[src/common/avbarb_defs.vh]
`ifndef AVBARB_DEFS_VH
`define AVBARB_DEFS_VH

// Slope and credit widths
`define AVBARB_SLOPE_W 14
`define AVBARB_CREDIT_W 24
// Slope reset values for a 75% AV share
`define AVBARB_SEND_SLOPE_RST 14'h1800
`define AVBARB_IDLE_SLOPE_RST 14'h0800
// Fixed credit saturation bounds
`define AVBARB_CREDIT_HI 24'h0fffff
`define AVBARB_CREDIT_LO 24'hf00000
// Largest legacy frame, VLAN tagged, no jumbo
`define AVBARB_LEGACY_MAX_LEN 11'h5f2
// Arbiter states
`define AVBARB_ST_IDLE 3'h0
`define AVBARB_ST_AV 3'h1
`define AVBARB_ST_PTP 3'h2
`define AVBARB_ST_LEG 3'h3
`define AVBARB_ST_DROP 3'h4
// Source codes on the status port
`define AVBARB_SRC_NONE 2'h0
`define AVBARB_SRC_AV 2'h1
`define AVBARB_SRC_PTP 2'h2
`define AVBARB_SRC_LEG 2'h3

`endif

[src/design/avbarb_credit.v]
`timescale 1ns/1ps
`include "avbarb_defs.vh"

module avbarb_credit (
  input wire sys_clk_in, // 50 MHz clock
  input wire rst_in, // Synchronous reset, active high
  input wire av_queued_in, // AV frame waiting or in flight
  input wire gain_byte_in, // One byte time of non-AV traffic
  input wire drain_byte_in, // One AV byte accepted
  input wire [`AVBARB_SLOPE_W-1:0] credit_gain_rate_in, // Per-byte gain
  input wire [`AVBARB_SLOPE_W-1:0] credit_drain_rate_in, // Per-byte drain
  output wire [`AVBARB_CREDIT_W-1:0] credit_out, // Signed credit
  output wire av_eligible_out // Credit is zero or above
);

  localparam CW = `AVBARB_CREDIT_W;
  localparam SW = CW + 2;

  reg [CW-1:0] credit_reg;
  reg [CW-1:0] credit_next;
  reg [SW-1:0] sum;
  wire [SW-1:0] credit_ext;
  wire [SW-1:0] gain_ext;
  wire [SW-1:0] drain_ext;
  wire [SW-1:0] hi_ext;
  wire [SW-1:0] lo_ext;
  wire [CW-1:0] credit_upper_bound;
  wire [CW-1:0] credit_lower_bound;

  assign credit_upper_bound = `AVBARB_CREDIT_HI;
  assign credit_lower_bound = `AVBARB_CREDIT_LO;
  // Wide enough that one step never wraps before saturation
  assign credit_ext = {{2{credit_reg[CW-1]}}, credit_reg};
  assign gain_ext = {{(SW-`AVBARB_SLOPE_W){1'b0}}, credit_gain_rate_in};
  assign drain_ext = {{(SW-`AVBARB_SLOPE_W){1'b0}}, credit_drain_rate_in};
  assign hi_ext = {{2{credit_upper_bound[CW-1]}}, credit_upper_bound};
  assign lo_ext = {{2{credit_lower_bound[CW-1]}}, credit_lower_bound};

  always @* begin
    sum = credit_ext;
    if (drain_byte_in) begin
      sum = credit_ext - drain_ext;
    end else if (gain_byte_in && av_queued_in) begin
      sum = credit_ext + gain_ext;
    end
    if ($signed(sum) > $signed(hi_ext)) begin
      credit_next = credit_upper_bound;
    end else if ($signed(sum) < $signed(lo_ext)) begin
      credit_next = credit_lower_bound;
    end else begin
      credit_next = sum[CW-1:0];
    end
    // Positive credit is lost when nothing waits, debt stays
    if (!av_queued_in && !credit_next[CW-1]) begin
      credit_next = {CW{1'b0}};
    end
  end

  always @(posedge sys_clk_in) begin
    if (rst_in) begin
      credit_reg <= {CW{1'b0}};
    end else begin
      credit_reg <= credit_next;
    end
  end

  assign credit_out = credit_reg;
  assign av_eligible_out = ~credit_reg[CW-1];

endmodule

[src/design/avbarb_arbiter.v]
`timescale 1ns/1ps
`include "avbarb_defs.vh"

module avbarb_arbiter (
  input wire sys_clk_in, // 50 MHz clock
  input wire rst_in, // Synchronous reset, active high
  input wire slope_write_in, // Load both slope registers
  input wire [`AVBARB_SLOPE_W-1:0] send_slope_ctrl_in, // Value for gain register
  input wire [`AVBARB_SLOPE_W-1:0] idle_slope_ctrl_in, // Value for drain register
  input wire [7:0] av_tdata_in, // AV byte
  input wire av_source_frame_valid_in, // AV byte valid, frame queued
  input wire av_tlast_in, // Last AV byte
  output wire av_tready_out, // AV byte taken
  input wire [7:0] ptp_tdata_in, // PTP buffer byte
  input wire ptp_tvalid_in, // PTP packet pending
  input wire ptp_tlast_in, // Last PTP byte
  output wire ptp_tready_out, // PTP byte taken
  input wire [7:0] leg_tdata_in, // Legacy byte
  input wire leg_tvalid_in, // Legacy byte valid
  input wire leg_tlast_in, // Last legacy byte
  output wire leg_tready_out, // Legacy byte taken
  output wire [7:0] mac_tdata_out, // Byte to MAC
  output wire mac_tvalid_out, // Byte valid to MAC
  output wire mac_tlast_out, // Last byte to MAC
  output wire mac_tuser_out, // Frame cut short, bad frame
  input wire mac_tready_in, // MAC takes byte
  output wire [`AVBARB_SLOPE_W-1:0] send_slope_out, // Gain register
  output wire [`AVBARB_SLOPE_W-1:0] idle_slope_out, // Drain register
  output wire [`AVBARB_CREDIT_W-1:0] credit_out, // Signed credit
  output wire av_eligible_out, // Credit zero or above
  output wire [1:0] active_source_out, // Source being sent
  output wire leg_oversize_out // Legacy frame too long, one pulse
);

  reg [2:0] state_reg;
  reg [2:0] state_next;
  reg [`AVBARB_SLOPE_W-1:0] send_slope_reg;
  reg [`AVBARB_SLOPE_W-1:0] idle_slope_reg;
  reg [7:0] data_reg;
  reg valid_reg;
  reg last_reg;
  reg user_reg;
  reg [10:0] leg_len_reg;
  reg oversize_reg;
  reg [1:0] src_reg;
  reg [1:0] src_next;

  wire out_free;
  wire av_take;
  wire ptp_take;
  wire leg_take;
  wire leg_cut;
  wire idle_wait;
  wire eligible;
  wire [`AVBARB_CREDIT_W-1:0] credit;

  // Gain lives in the send slope register and drain in the idle one
  always @(posedge sys_clk_in) begin
    if (rst_in) begin
      send_slope_reg <= `AVBARB_SEND_SLOPE_RST;
      idle_slope_reg <= `AVBARB_IDLE_SLOPE_RST;
    end else if (slope_write_in) begin
      send_slope_reg <= send_slope_ctrl_in;
      idle_slope_reg <= idle_slope_ctrl_in;
    end
  end

  // One output stage; a source moves only when it can land, except legacy in the drop state
  assign out_free = ~valid_reg | mac_tready_in;
  assign av_tready_out = (state_reg == `AVBARB_ST_AV) & out_free;
  assign ptp_tready_out = (state_reg == `AVBARB_ST_PTP) & out_free;
  assign leg_tready_out = ((state_reg == `AVBARB_ST_LEG) & out_free) |
                          (state_reg == `AVBARB_ST_DROP);
  assign av_take = av_tready_out & av_source_frame_valid_in;
  assign ptp_take = ptp_tready_out & ptp_tvalid_in;
  assign leg_take = (state_reg == `AVBARB_ST_LEG) & out_free & leg_tvalid_in;
  // Cut at the longest tagged frame; no jumbo support on this path
  // The cut byte carries last and user so the MAC marks the frame bad
  assign leg_cut = leg_take & ~leg_tlast_in &
                   (leg_len_reg == `AVBARB_LEGACY_MAX_LEN - 11'h001);
  // Idle link counts as byte time, else debt with no other traffic stalls AV
  assign idle_wait = (state_reg == `AVBARB_ST_IDLE) & ~eligible &
                     ~ptp_tvalid_in & ~leg_tvalid_in;

  always @* begin
    state_next = state_reg;
    src_next = src_reg;
    case (state_reg)
      `AVBARB_ST_IDLE: begin
        // Only place a source is picked
        // Debt blocks AV even while its valid is held, so legacy gets through
        if (av_source_frame_valid_in && eligible) begin
          state_next = `AVBARB_ST_AV;
          src_next = `AVBARB_SRC_AV;
        end else if (ptp_tvalid_in) begin
          state_next = `AVBARB_ST_PTP;
          src_next = `AVBARB_SRC_PTP;
        end else if (leg_tvalid_in) begin
          state_next = `AVBARB_ST_LEG;
          src_next = `AVBARB_SRC_LEG;
        end else begin
          src_next = `AVBARB_SRC_NONE;
        end
      end
      `AVBARB_ST_AV: begin
        if (av_take && av_tlast_in) begin
          state_next = `AVBARB_ST_IDLE;
        end
      end
      `AVBARB_ST_PTP: begin
        if (ptp_take && ptp_tlast_in) begin
          state_next = `AVBARB_ST_IDLE;
        end
      end
      `AVBARB_ST_LEG: begin
        if (leg_cut) begin
          state_next = `AVBARB_ST_DROP;
        end else if (leg_take && leg_tlast_in) begin
          state_next = `AVBARB_ST_IDLE;
        end
      end
      `AVBARB_ST_DROP: begin
        // Discard the tail of an oversized frame
        // Ready stays high here so the source is never left stalled mid-frame
        if (leg_tvalid_in && leg_tlast_in) begin
          state_next = `AVBARB_ST_IDLE;
        end
      end
      default: begin
        state_next = `AVBARB_ST_IDLE;
        src_next = `AVBARB_SRC_NONE;
      end
    endcase
  end

  always @(posedge sys_clk_in) begin
    if (rst_in) begin
      state_reg <= `AVBARB_ST_IDLE;
      src_reg <= `AVBARB_SRC_NONE;
      leg_len_reg <= 11'h000;
      oversize_reg <= 1'b0;
    end else begin
      state_reg <= state_next;
      src_reg <= src_next;
      oversize_reg <= leg_cut;
      // Counts only bytes that land, so MAC stalls never shorten a frame
      if (state_reg != `AVBARB_ST_LEG) begin
        leg_len_reg <= 11'h000;
      end else if (leg_take) begin
        leg_len_reg <= leg_len_reg + 11'h001;
      end
    end
  end

  // Refills in the cycle it empties, so a stalled MAC costs no bubble
  always @(posedge sys_clk_in) begin
    if (rst_in) begin
      data_reg <= 8'h00;
      valid_reg <= 1'b0;
      last_reg <= 1'b0;
      user_reg <= 1'b0;
    end else if (out_free) begin
      valid_reg <= av_take | ptp_take | leg_take;
      if (av_take) begin
        data_reg <= av_tdata_in;
        last_reg <= av_tlast_in;
        user_reg <= 1'b0;
      end else if (ptp_take) begin
        data_reg <= ptp_tdata_in;
        last_reg <= ptp_tlast_in;
        user_reg <= 1'b0;
      end else if (leg_take) begin
        data_reg <= leg_tdata_in;
        last_reg <= leg_tlast_in | leg_cut;
        user_reg <= leg_cut;
      end
    end
  end

  // Gain and drain come from the crossed slope registers
  // Bytes of a dropped tail never reach the MAC, so they earn no credit
  avbarb_credit u_credit (
    .sys_clk_in(sys_clk_in),
    .rst_in(rst_in),
    .av_queued_in(av_source_frame_valid_in),
    .gain_byte_in(ptp_take | leg_take | idle_wait),
    .drain_byte_in(av_take),
    .credit_gain_rate_in(send_slope_reg),
    .credit_drain_rate_in(idle_slope_reg),
    .credit_out(credit),
    .av_eligible_out(eligible)
  );

  assign mac_tdata_out = data_reg;
  assign mac_tvalid_out = valid_reg;
  assign mac_tlast_out = last_reg;
  assign mac_tuser_out = user_reg;
  assign send_slope_out = send_slope_reg;
  assign idle_slope_out = idle_slope_reg;
  assign credit_out = credit;
  assign av_eligible_out = eligible;
  assign active_source_out = src_reg;
  assign leg_oversize_out = oversize_reg;

endmodule

[config.mk]
export PLATFORM = sky130hd
export DESIGN_NAME = avbarb_arbiter
export DESIGN_NICKNAME = d
export VERILOG_FILES = /design/src/design/avbarb_credit.v /design/src/design/avbarb_arbiter.v
export VERILOG_INCLUDE_DIRS = /design/src /design/src/common
export SDC_FILE = /design/constraint.sdc
export NUM_CORES = 1
export LEC_CHECK = 0
export BUFFER_PORTS_ARGS = -buffer_cell sky130_fd_sc_hd__buf_2
export CAP_MARGIN = 20
export CORE_MARGIN = 10
export CORE_UTILIZATION = 25
export DETAILED_ROUTE_END_ITERATION = 10
export HOLD_SLACK_MARGIN = 0.03
export SYNTH_ARGS = -nofsm -noshare
export SYNTH_HDL_FRONTEND = slang
export SYNTH_SLANG_ARGS = --single-unit
[constraint.sdc]
create_clock -name sys_clk_in -period 2.94 [get_ports sys_clk_in]
set_input_delay 0 -clock sys_clk_in [delete_from_list [all_inputs] [get_ports sys_clk_in]]
set_output_delay 0 -clock sys_clk_in [all_outputs]
set_load 0.01 [all_outputs]
Word-level counts from Yosys, hierarchy flattened
Index checks and enable logic that the tools add are counted.
- $add $sub $neg: 3
- equality and inequality tests: 11
- reductions and logical operators: 17
- magnitude comparators: 2
- muxes and demuxes: 26
- bitwise operators: 23
- operators with widths (cell ; number):
    2-to-1 mux 26 bit ; 2
    2-to-1 mux 24 bit ; 2
    greater-than comparator 26 x 21 -> 1 bit (second input constant) ; 1
    < comparator 26 x 21 -> 1 bit (second input constant) ; 1
    adder 24 x 15 -> 25 bit ; 1
    subtractor 24 x 15 -> 25 bit ; 1
    2-to-1 mux 3 bit ; 8
    2-to-1 mux 8 bit ; 3
    one-hot mux 3 bit (5 select lines) ; 1
    adder 11 x 1 -> 11 bit (second input constant) ; 1
    AND 1 bit ; 11
    equality test 11 bit (second input constant) ; 1
    logical AND 1 bit ; 7
    bitwise OR 1 bit ; 7
    equality test 3 x 2 -> 1 bit (second input constant) ; 2
    2-to-1 mux 1 bit ; 6
    2-to-1 mux 2 bit ; 3
    != test 2 x 1 -> 1 bit (second input constant) ; 3
    != test 3 x 2 -> 1 bit (second input constant) ; 2
    NOT 1 bit ; 5
    AND reduction 5 bit ; 1
    != test 4 x 3 -> 1 bit (second input constant) ; 1
    one-hot mux 2 bit (2 select lines) ; 1
    OR reduction 2 bit ; 2
    other kinds (8) ; 9
- input bits: 62
- register bits: 80

Depth between registers and ports, before layout
Gate-level depths: netlist of the first run.
- depth in word-level cells: 15
- mapped depth: 13

Hierarchy
Synthesis of the first run repeated with hierarchy kept, for this count alone.
- cell total of the unflattened synthesis: 659
- area total of the unflattened synthesis: 5445.2 um^2
- by module, submodules not included (module ; cells an instance ; seq. area each (um^2) ; times used ; area an instance (um^2)):
    avbarb_credit ; 406 ; 480.5 ; 1 ; 3026.7
    avbarb_arbiter ; 253 ; 1121.1 ; 1 ; 2418.6

Worst setup path before layout of the first run
No wires, ideal clock.
- kind: reg-to-reg
- start: register u_credit.credit_reg[0] (netlist: u_credit.credit_out[0])
- end: register u_credit.credit_reg[19] (netlist: u_credit.credit_out[19])
- path slack: -0.153 ns
- data arrival time: 3.019 ns
- cell stages (with the launch flop): 14
- path through: dfxtp_1 -> ha_1 -> inv_1 -> fa_1 -> nand2b_1 -> a21oi_1 -> o21bai_1 -> o21a_1 -> o41a_1 -> a31oi_2 -> and2_1 -> nand2_1 -> buf_2 -> a22oi_2
- cells in the longest elaborated chain, start to end: 9
- elaborated cells on any way between the ends: 11
- those cells by class: 2 x add/sub; 2 x order compare; 4 x mux; 3 x reduce/logical
- RTL lines (what ; line ; text):
    start, declared ; avbarb_credit.v:19 ; reg [CW-1:0] credit_reg;
    start signal, assigned ; avbarb_credit.v:61 ; credit_reg <= {CW{1'b0}};
    start signal, assigned ; avbarb_credit.v:63 ; credit_reg <= credit_next;
    adder 24 x 15 -> 25 bit ; avbarb_credit.v:44 ; sum = credit_ext + gain_ext;
    2-to-1 mux 26 bit ; avbarb_credit.v:43 ; end else if (gain_byte_in && av_queued_in) begin
    2-to-1 mux 26 bit (*) ; avbarb_credit.v:41 ; if (drain_byte_in) begin
    < comparator 26 x 21 -> 1 bit ; avbarb_credit.v:48 ; end else if ($signed(sum) < $signed(lo_ext)) begin
    2-to-1 mux 24 bit ; avbarb_credit.v:48 ;
    2-to-1 mux 24 bit (*) ; avbarb_credit.v:46 ; if ($signed(sum) > $signed(hi_ext)) begin
    zero test 1 bit ; avbarb_credit.v:54 ; if (!av_queued_in && !credit_next[CW-1]) begin
    logical AND 1 bit ; avbarb_credit.v:54 ;
    OR reduction 2 bit (no source line) ; n/a ;
Mark *: on every way between the ends. The rest lies on a longest branch, timed or not.
A chain may end at the register's enable or synchronous reset.

Worst setup path in the final report of the first run
- start: register u_credit.credit_reg[0] (netlist: u_credit.credit_out[0])
- end: register u_credit.credit_reg[10] (netlist: u_credit.credit_out[10])
The elaborated chain is that of the path after synthesis.

==> results of run 1 <==
==> worst max-delay path: cells and delay by family, from the launching register on <==
kind / cells / cell delay, ns
buffers and inverters: 2 / 0.16
DFF: 1 / 0.36
AOI/OAI and AO/OA: 7 / 1.40
adders and majority gates: 2 / 0.48
and+or+nand+nor: 2 / 0.43
==> final cells by class <==
type / instances / share of cell area
Sequential cell: 80 / 0.211
Multi-Input combinational cell: 541 / 0.493
Clock buffer: 10 / 0.0299
Timing Repair Buffer: 236 / 0.204
Tap cell: 275 / 0.0449
Inverter: 25 / 0.0123
Clock inverter: 6 / 0.00588
==> cells in the final DEF (no fill, tap or decap), types with 4 or more instances in the layout <==
cell and count:
a311oi_1 9, and3_1 6, dlygate4sd3_1 30, inv_1 23, a22oi_2 7, dfxtp_1 71, buf_6 8, mux2i_1 28
a21oi_2 11, nand3_1 32, o21ai_0 20, xnor2_1 17, a21oi_1 51, a22oi_1 4, a211oi_1 7, nand4_1 6
ha_1 25, nand2b_1 10, clkbuf_16 9, buf_2 132, nor2_2 6, nor2_1 98, o211ai_1 17, nor3_1 5
xor2_1 24, nand2_1 66, a21o_1 7, dfxtp_2 9, buf_4 65
==> kinds of logic (layout without fill, tap and decap cells) <==
| kind of cell | count (synthesis) | count (layout) | synth area share |
|---|---|---|---|
| adder cells (fa/ha/maj) | 32 | 32 | 0.0778 |
| flip-flops | 80 | 80 | 0.300 |
| AO/OA/AOI/OAI | 171 | 171 | 0.214 |
| multiplexers | 28 | 28 | 0.0525 |
| AND/OR/NAND/NOR | 267 | 267 | 0.237 |
| XOR/XNOR | 43 | 43 | 0.0705 |
| buffers and inverters | 59 | 277 | 0.0492 |
==> timing repair <==
action,CTS,global route
setup buffers,1,9
pin swaps,5,23
hold endpoints to repair,28,0
cloned,0,3
hold buffers,30,0
resized for setup,7,69
endpoints found under the setup margin,20,20
==> worst min path at each step <==
stage                                 from                                 end  depth (start not counted)
CTS                        ptp_tdata_in[7]       mac_tdata_out[7]$_SDFFE_PP0P_                          5
global route               ptp_tdata_in[3]       mac_tdata_out[3]$_SDFFE_PP0P_                          5
detailed placement  send_slope_ctrl_in[11]     send_slope_out[11]$_SDFFE_PP1P_                          3
global placement    send_slope_ctrl_in[12]     send_slope_out[12]$_SDFFE_PP1P_                          3
floorplan                           rst_in  u_credit.credit_out[22]$_SDFF_PP0_                          1
finish                     ptp_tdata_in[7]       mac_tdata_out[7]$_SDFFE_PP0P_                          5
==> stage by stage <==
step	hold WS, ns	std cells	area [um2]	setup TNS [ns]	util
6_report	0.0606	1173	7660	0	0.364
5_1_grt	0.107	1173	7660	-1.62	0.364
3_5_place_dp	0.229	1114	6670	-0.673	0.317
4_1_cts	0.0465	1161	7280	0	0.346
3_3_place_gp	0.229	1114	6670	0	0.317
2_1_floorplan	0.119	680	5370	0	-
==> power by group <==
part	internal (uW)	switching (uW)	total [uW]
clock network	575	492	1070
logic	967	1210	2170
registers	1200	133	1340
==> layer usage <==
metal | routed length (um) | part of all wire | vias to the layer above
met1 | 8840 | 0.47 | 2649
met4 | 223 | 0.012 | 2
met3 | 1320 | 0.071 | 21
met2 | 8230 | 0.44 | 167
li1 | - | - | 2856
met5 | 13 | 0.00070 | -
==> results.yml, run 1 <==
clock_network:
  cts.sinks: 80
  clk_pin_slew_worst_paths_ns: 0.07
  cts_tree: "built"
  clk_latency_ns: 0.35
  cts_root_buffer: "clkbuf_16"
  htree_levels: 3
  clk_path_buf_depth: 2
  cts_made_buffers: 9
setup_path:
  worstReg2RegEnd: "u_credit.credit_out[10]$_SDFF_PP0_"
  required_ns: 3.21
  worst_r2r_path_depth: 13
  worstPathMaxFanout: 6
  worst-r2r-setup-slack_ns: 0.02
  reg2reg_from: "u_credit.credit_out[0]$_SDFF_PP0_"
  critical_path.max_stage_delay_ns: 0.46
  slowest_stage: "o41a_1"
  end_kind: "flop"
  crit_end: "u_credit.credit_out[10]$_SDFF_PP0_"
  critPathKind: "reg2reg"
  cp-startpoint: "u_credit.credit_out[0]$_SDFF_PP0_"
  crit_path_start_kind: "flop"
  arrival_ns: 3.20
  cp_cell_sequence: "ha_4, inv_2, fa_2, nand2b_4, a21oi_4, o21bai_2, o21a_2, o41a_1, a31oi_4, and3_4, buf_6, a22oi_2, a21oi_1"
floorplanning:
  die_w_um: 166
  initial_core_util: 0.254
  ioPinCount: 132
  row_count: 53
  die_area_um2: 27600
  core_area_um2: 21000
  dieHeight_um: 166
synth:
  synth_common_cells: "nor2_1 (103), dfxtp_1 (80), nand2_1 (68), a21oi_1 (63), nand3_1 (34)"
  syn-mean-instance-area_um2: 7.86
  synth_area_um2: 5340
  postSynth.asyncResetShare: 0
  yosysWarnings: 0
  synth_largest_area_cell: "dfxtp_1"
  yosys.area.top_type_share: 0.300
  synth_cell_types: 71
  synth_edf_count: 0
  synth_area_leaders: "dfxtp_1 (30%), nor2_1 (7.2%), ha_1 (7.0%)"
  ys_seq_area_frac: 0.300
  ys_ff_latch: 80
  synth_cells: 680
  ys.flop_type: "dfxtp_1"
  syn-num-nets: 774
  synth.most_common_cell: "nor2_1"
final_layout:
  drive_above_1_share: 0.332
  multi_input_area_um2: 3770
  fill_cells: 2157
  seqCellArea_um2: 1610
  largest_register_ffs: 24
  syn2layout_area_growth_pct: 43.3
  diodes: 0
  nNetsFinal: 987
job:
  drv_cap: 0
drt:
  vias: 5695
  vias_per_cell: 4.86
  postRouteAntennaNets: 0
  drtIter0Drc: 321
  drc: 0
  avgRoutedWirePerCell_um: 15.9
  wirelength_mm: 18.6
  firstDrtPassIters: 5
timing:
  fin_skew_ns: 0.00931
  clock.fmax_ghz: 0.342
  min_period_ns: 2.92
  final_hold_viol_count: 0
  postLayoutSetupSlackWorst_ns: 0.0159
  worst_pin_slew_ns: 0.882
  setup_viol_count_final: 0
  maxSlewHeadroom: 0.412
  rsz0062_at_grt: "yes"
  maxSlewViolCount: 0
  period_share: 0.995
power_and_ir_drop:
  vdd_drop_max_uv: 320
  p_leak_uw: 0.00338
  power_uw: 4580
  powerDensity_nw_per_um2: 598
grt:
  grt_pass1_wl_mm: 29.1
  grt.total_usage: 0.126
  grt_max_degree: 48
  grt_use_met1: 0.164
  grt_pass1_vias: 5594
  grt_use_met3: 0.0407
  busiest_layer: "met2"
  antenna_found_initial: 1
  grt_remaining_overflow: 0
  use_met2: 0.195
hold_path:
  worstHoldPathType: "in2reg"
status:
  status: "finished, final reports clean"
placement:
  io_buffers: 131
  dp_hpwl_mm: 14.3
  place_ws_ns: -0.0862
  gp_congestion: 0.914
(Power assumes the default switching activity.)
==> run 2: changes to the inputs <==
ABC_AREA = 1   (was not set)
==> results.yml, run 2 <==
drt:
  avgRoutedWirePerCell_um: 14.4
  wirelength_mm: 19.4
  vias: 6218
  vias_per_cell: 4.61
  drtIter0Drc: 397
  postRouteAntennaNets: 0
  drc: 0
  firstDrtPassIters: 6
placement:
  io_buffers: 131
  dp_hpwl_mm: 15.5
  gp_congestion: 0.918
power_and_ir_drop:
  p_leak_uw: 0.00363
  powerDensity_nw_per_um2: 871
  vdd_drop_max_uv: 377
floorplanning:
  die_w_um: 170
  die_area_um2: 28900
  dieHeight_um: 170
  row_count: 54
  ioPinCount: 132
  initial_core_util: 0.256
  core_area_um2: 22000
final_layout:
  largest_register_ffs: 24
  syn2layout_area_growth_pct: 32.5
  nNetsFinal: 1158
  final_cell_mix: "nand2_1 (211), buf_2 (132), inv_1 (105)"
  final_common_cell: "nand2_1"
  drive_above_1_share: 0.205
  fill_cells: 2404
  post-route-util: 0.340
  diodes: 0
timing:
  fin_skew_ns: 0.0108
  maxSlewViolCount: 0
  final_hold_viol_count: 0
  clock.fmax_ghz: 0.372
  period_share: 0.914
  rsz0062_at_grt: "no"
  worst_pin_slew_ns: 1.00
  final.setup.tns_ns: 0
  min_period_ns: 2.69
  maxSlewHeadroom: 0.332
  setup_viol_count_final: 0
synth:
  yosys.area.top_type_share: 0.285
  synth_area_um2: 5630
  yosysWarnings: 0
  synth_area_leaders: "dfxtp_1 (28%), nand2_1 (14%), a21oi_1 (7.7%)"
  synth_cells: 885
  synth_cell_types: 44
  synth_edf_count: 0
  postSynth.asyncResetShare: 0
  ys_seq_area_frac: 0.285
  syn-num-nets: 979
  ys.flop_type: "dfxtp_1"
  ys_ff_latch: 80
  synth_largest_area_cell: "dfxtp_1"
  syn-mean-instance-area_um2: 6.36
  synth.most_common_cell: "nand2_1"
  synth_common_cells: "nand2_1 (213), inv_1 (105), nor2_1 (105), a21oi_1 (87), dfxtp_1 (80)"
setup_path:
  required_ns: 3.17
  reg2reg_from: "send_slope_out[0]$_SDFFE_PP0P_"
  worstReg2RegEnd: "u_credit.credit_out[0]$_SDFF_PP0_"
  critical_path.max_stage_delay_ns: 0.39
  critPathKind: "reg2reg"
  arrival_ns: 2.92
  cpMostUsedCell: "nand2_1"
  cp_cell_sequence: "ha_4, inv_1, fa_1, inv_1, nand3_1, nand2_1, nand2_1, nand2_1, nand2_1, nand2_1, nand2_1, nand2_2, nand2_1, nand2_1, nand2_1, nor2_1, nand3_1, nand2_1, buf_6, a21oi_1"
  crit_path_start_kind: "flop"
  worst_r2r_path_depth: 20
  slowest_stage: "dfxtp_1"
  end_kind: "flop"
  worstPathMaxFanout: 20
  worst-r2r-setup-slack_ns: 0.25
hold_path:
  worstHoldPathType: "in2reg"
  whs_path_depth: 5
  min_from: "ptp_tdata_in[5]"
  worst_hold_path.endpoint: "mac_tdata_out[5]$_SDFFE_PP0P_"
clock_network:
  cts.sinks: 80
  clk_path_buf_depth: 2
  htree_levels: 3
  clk_pin_slew_worst_paths_ns: 0.07
  clk_latency_ns: 0.35
  cts_tree: "built"
  cts_made_buffers: 9
  cts_root_buffer: "clkbuf_16"
grt:
  antenna_found_initial: 0
  grt_pass1_wl_mm: 31.3
  grt_pass1_vias: 6040
  grt_max_degree: 39
  grt.total_usage: 0.133
  grt_remaining_overflow: 0
job:
  drv_cap: 0
status:
  status: "finished, final reports clean"
==> run 2: cells by family after synthesis <==
kind of cell,synth area share
xor gates and xnor gates,0.0327
DFF,0.285
adders and majority gates,0.0738
muxes,0.00534
AOI/OAI and AO/OA,0.198
and+or+nand+nor,0.308
buffers and inverters,0.0976
==> run 2: report_power, final <==
group | switching [uW] | internal, uW
clock | 498 | 667
combinational | 2320 | 1420
sequential | 275 | 1320
==> run 2: stage by stage <==
step | setup slack [ns] | hold WS [ns] | instance area, um2 | cells | power [uW]
2_1_floorplan | 0.394 | 0.0997 | 5630 | 885 | 4120
3_3_place_gp | 0.187 | 0.216 | 6660 | 1286 | 5190
3_5_place_dp | 0.138 | 0.223 | 6660 | 1286 | 5210
4_1_cts | 0.101 | 0.0400 | 7390 | 1345 | 6460
5_1_grt | 0.000606 | 0.0902 | 7460 | 1349 | 7100
6_report | 0.252 | 0.0502 | 7460 | 1349 | 6490
==> run 2: per-layer routing <==
| layer | part of all wire | track usage | vias to the layer above |
|---|---|---|---|
| met5 | 0 | 0 | - |
| met4 | 0.019 | 0.0431 | 0 |
| met3 | 0.069 | 0.0416 | 22 |
| met2 | 0.44 | 0.213 | 164 |
| met1 | 0.47 | 0.168 | 2771 |
| li1 | - | - | 3261 |
==> run 2: worst max-delay path by stage <==
stage / slack (ns) / from / cells after the start / endpoint
6_report: 0.25 / send_slope_out[0]$_SDFFE_PP0P_ / 20 / u_credit.credit_out[0]$_SDFF_PP0_
5_1_grt: 0.0006 / u_credit.credit_out[0]$_SDFF_PP0_ / 21 / u_credit.credit_out[1]$_SDFF_PP0_
4_1_cts: 0.10 / u_credit.credit_out[0]$_SDFF_PP0_ / 21 / u_credit.credit_out[0]$_SDFF_PP0_
3_5_place_dp: 0.14 / u_credit.credit_out[0]$_SDFF_PP0_ / 21 / u_credit.credit_out[0]$_SDFF_PP0_
3_3_place_gp: 0.19 / send_slope_out[0]$_SDFFE_PP0P_ / 20 / u_credit.credit_out[0]$_SDFF_PP0_
2_1_floorplan: 0.39 / u_credit.credit_out[0]$_SDFF_PP0_ / 18 / u_credit.credit_out[10]$_SDFF_PP0_
==> run 2: layout make-up <==
cell class / instances / area, um2 / area share
clock buffers: 9 / 225 / 0.0302
clock inverters: 7 / 77.6 / 0.0104
well taps: 280 / 350 / 0.0470
inverters: 110 / 414 / 0.0555
multi-input cells: 667 / 3510 / 0.471
repair buffers: 196 / 1280 / 0.171
flip-flops and latches: 80 / 1600 / 0.215
==> run 2: critical path, delay by kind of cell (launching register included) <==
family,cells,cell delay (ns)
and+or+nand+nor,14,1.15
buffers and inverters,3,0.36
DFF,1,0.39
adders and majority gates,2,0.57
AOI/OAI and AO/OA,1,0.09
==> run 2: repair_timing <==
item                                    in CTS  in global routing
gates resized for setup                      0                  9
endpoints found under the hold margin       47                  0
endpoints found under the setup margin       0                 20
buffers inserted                             0                  3
hold buffers                                43                  0
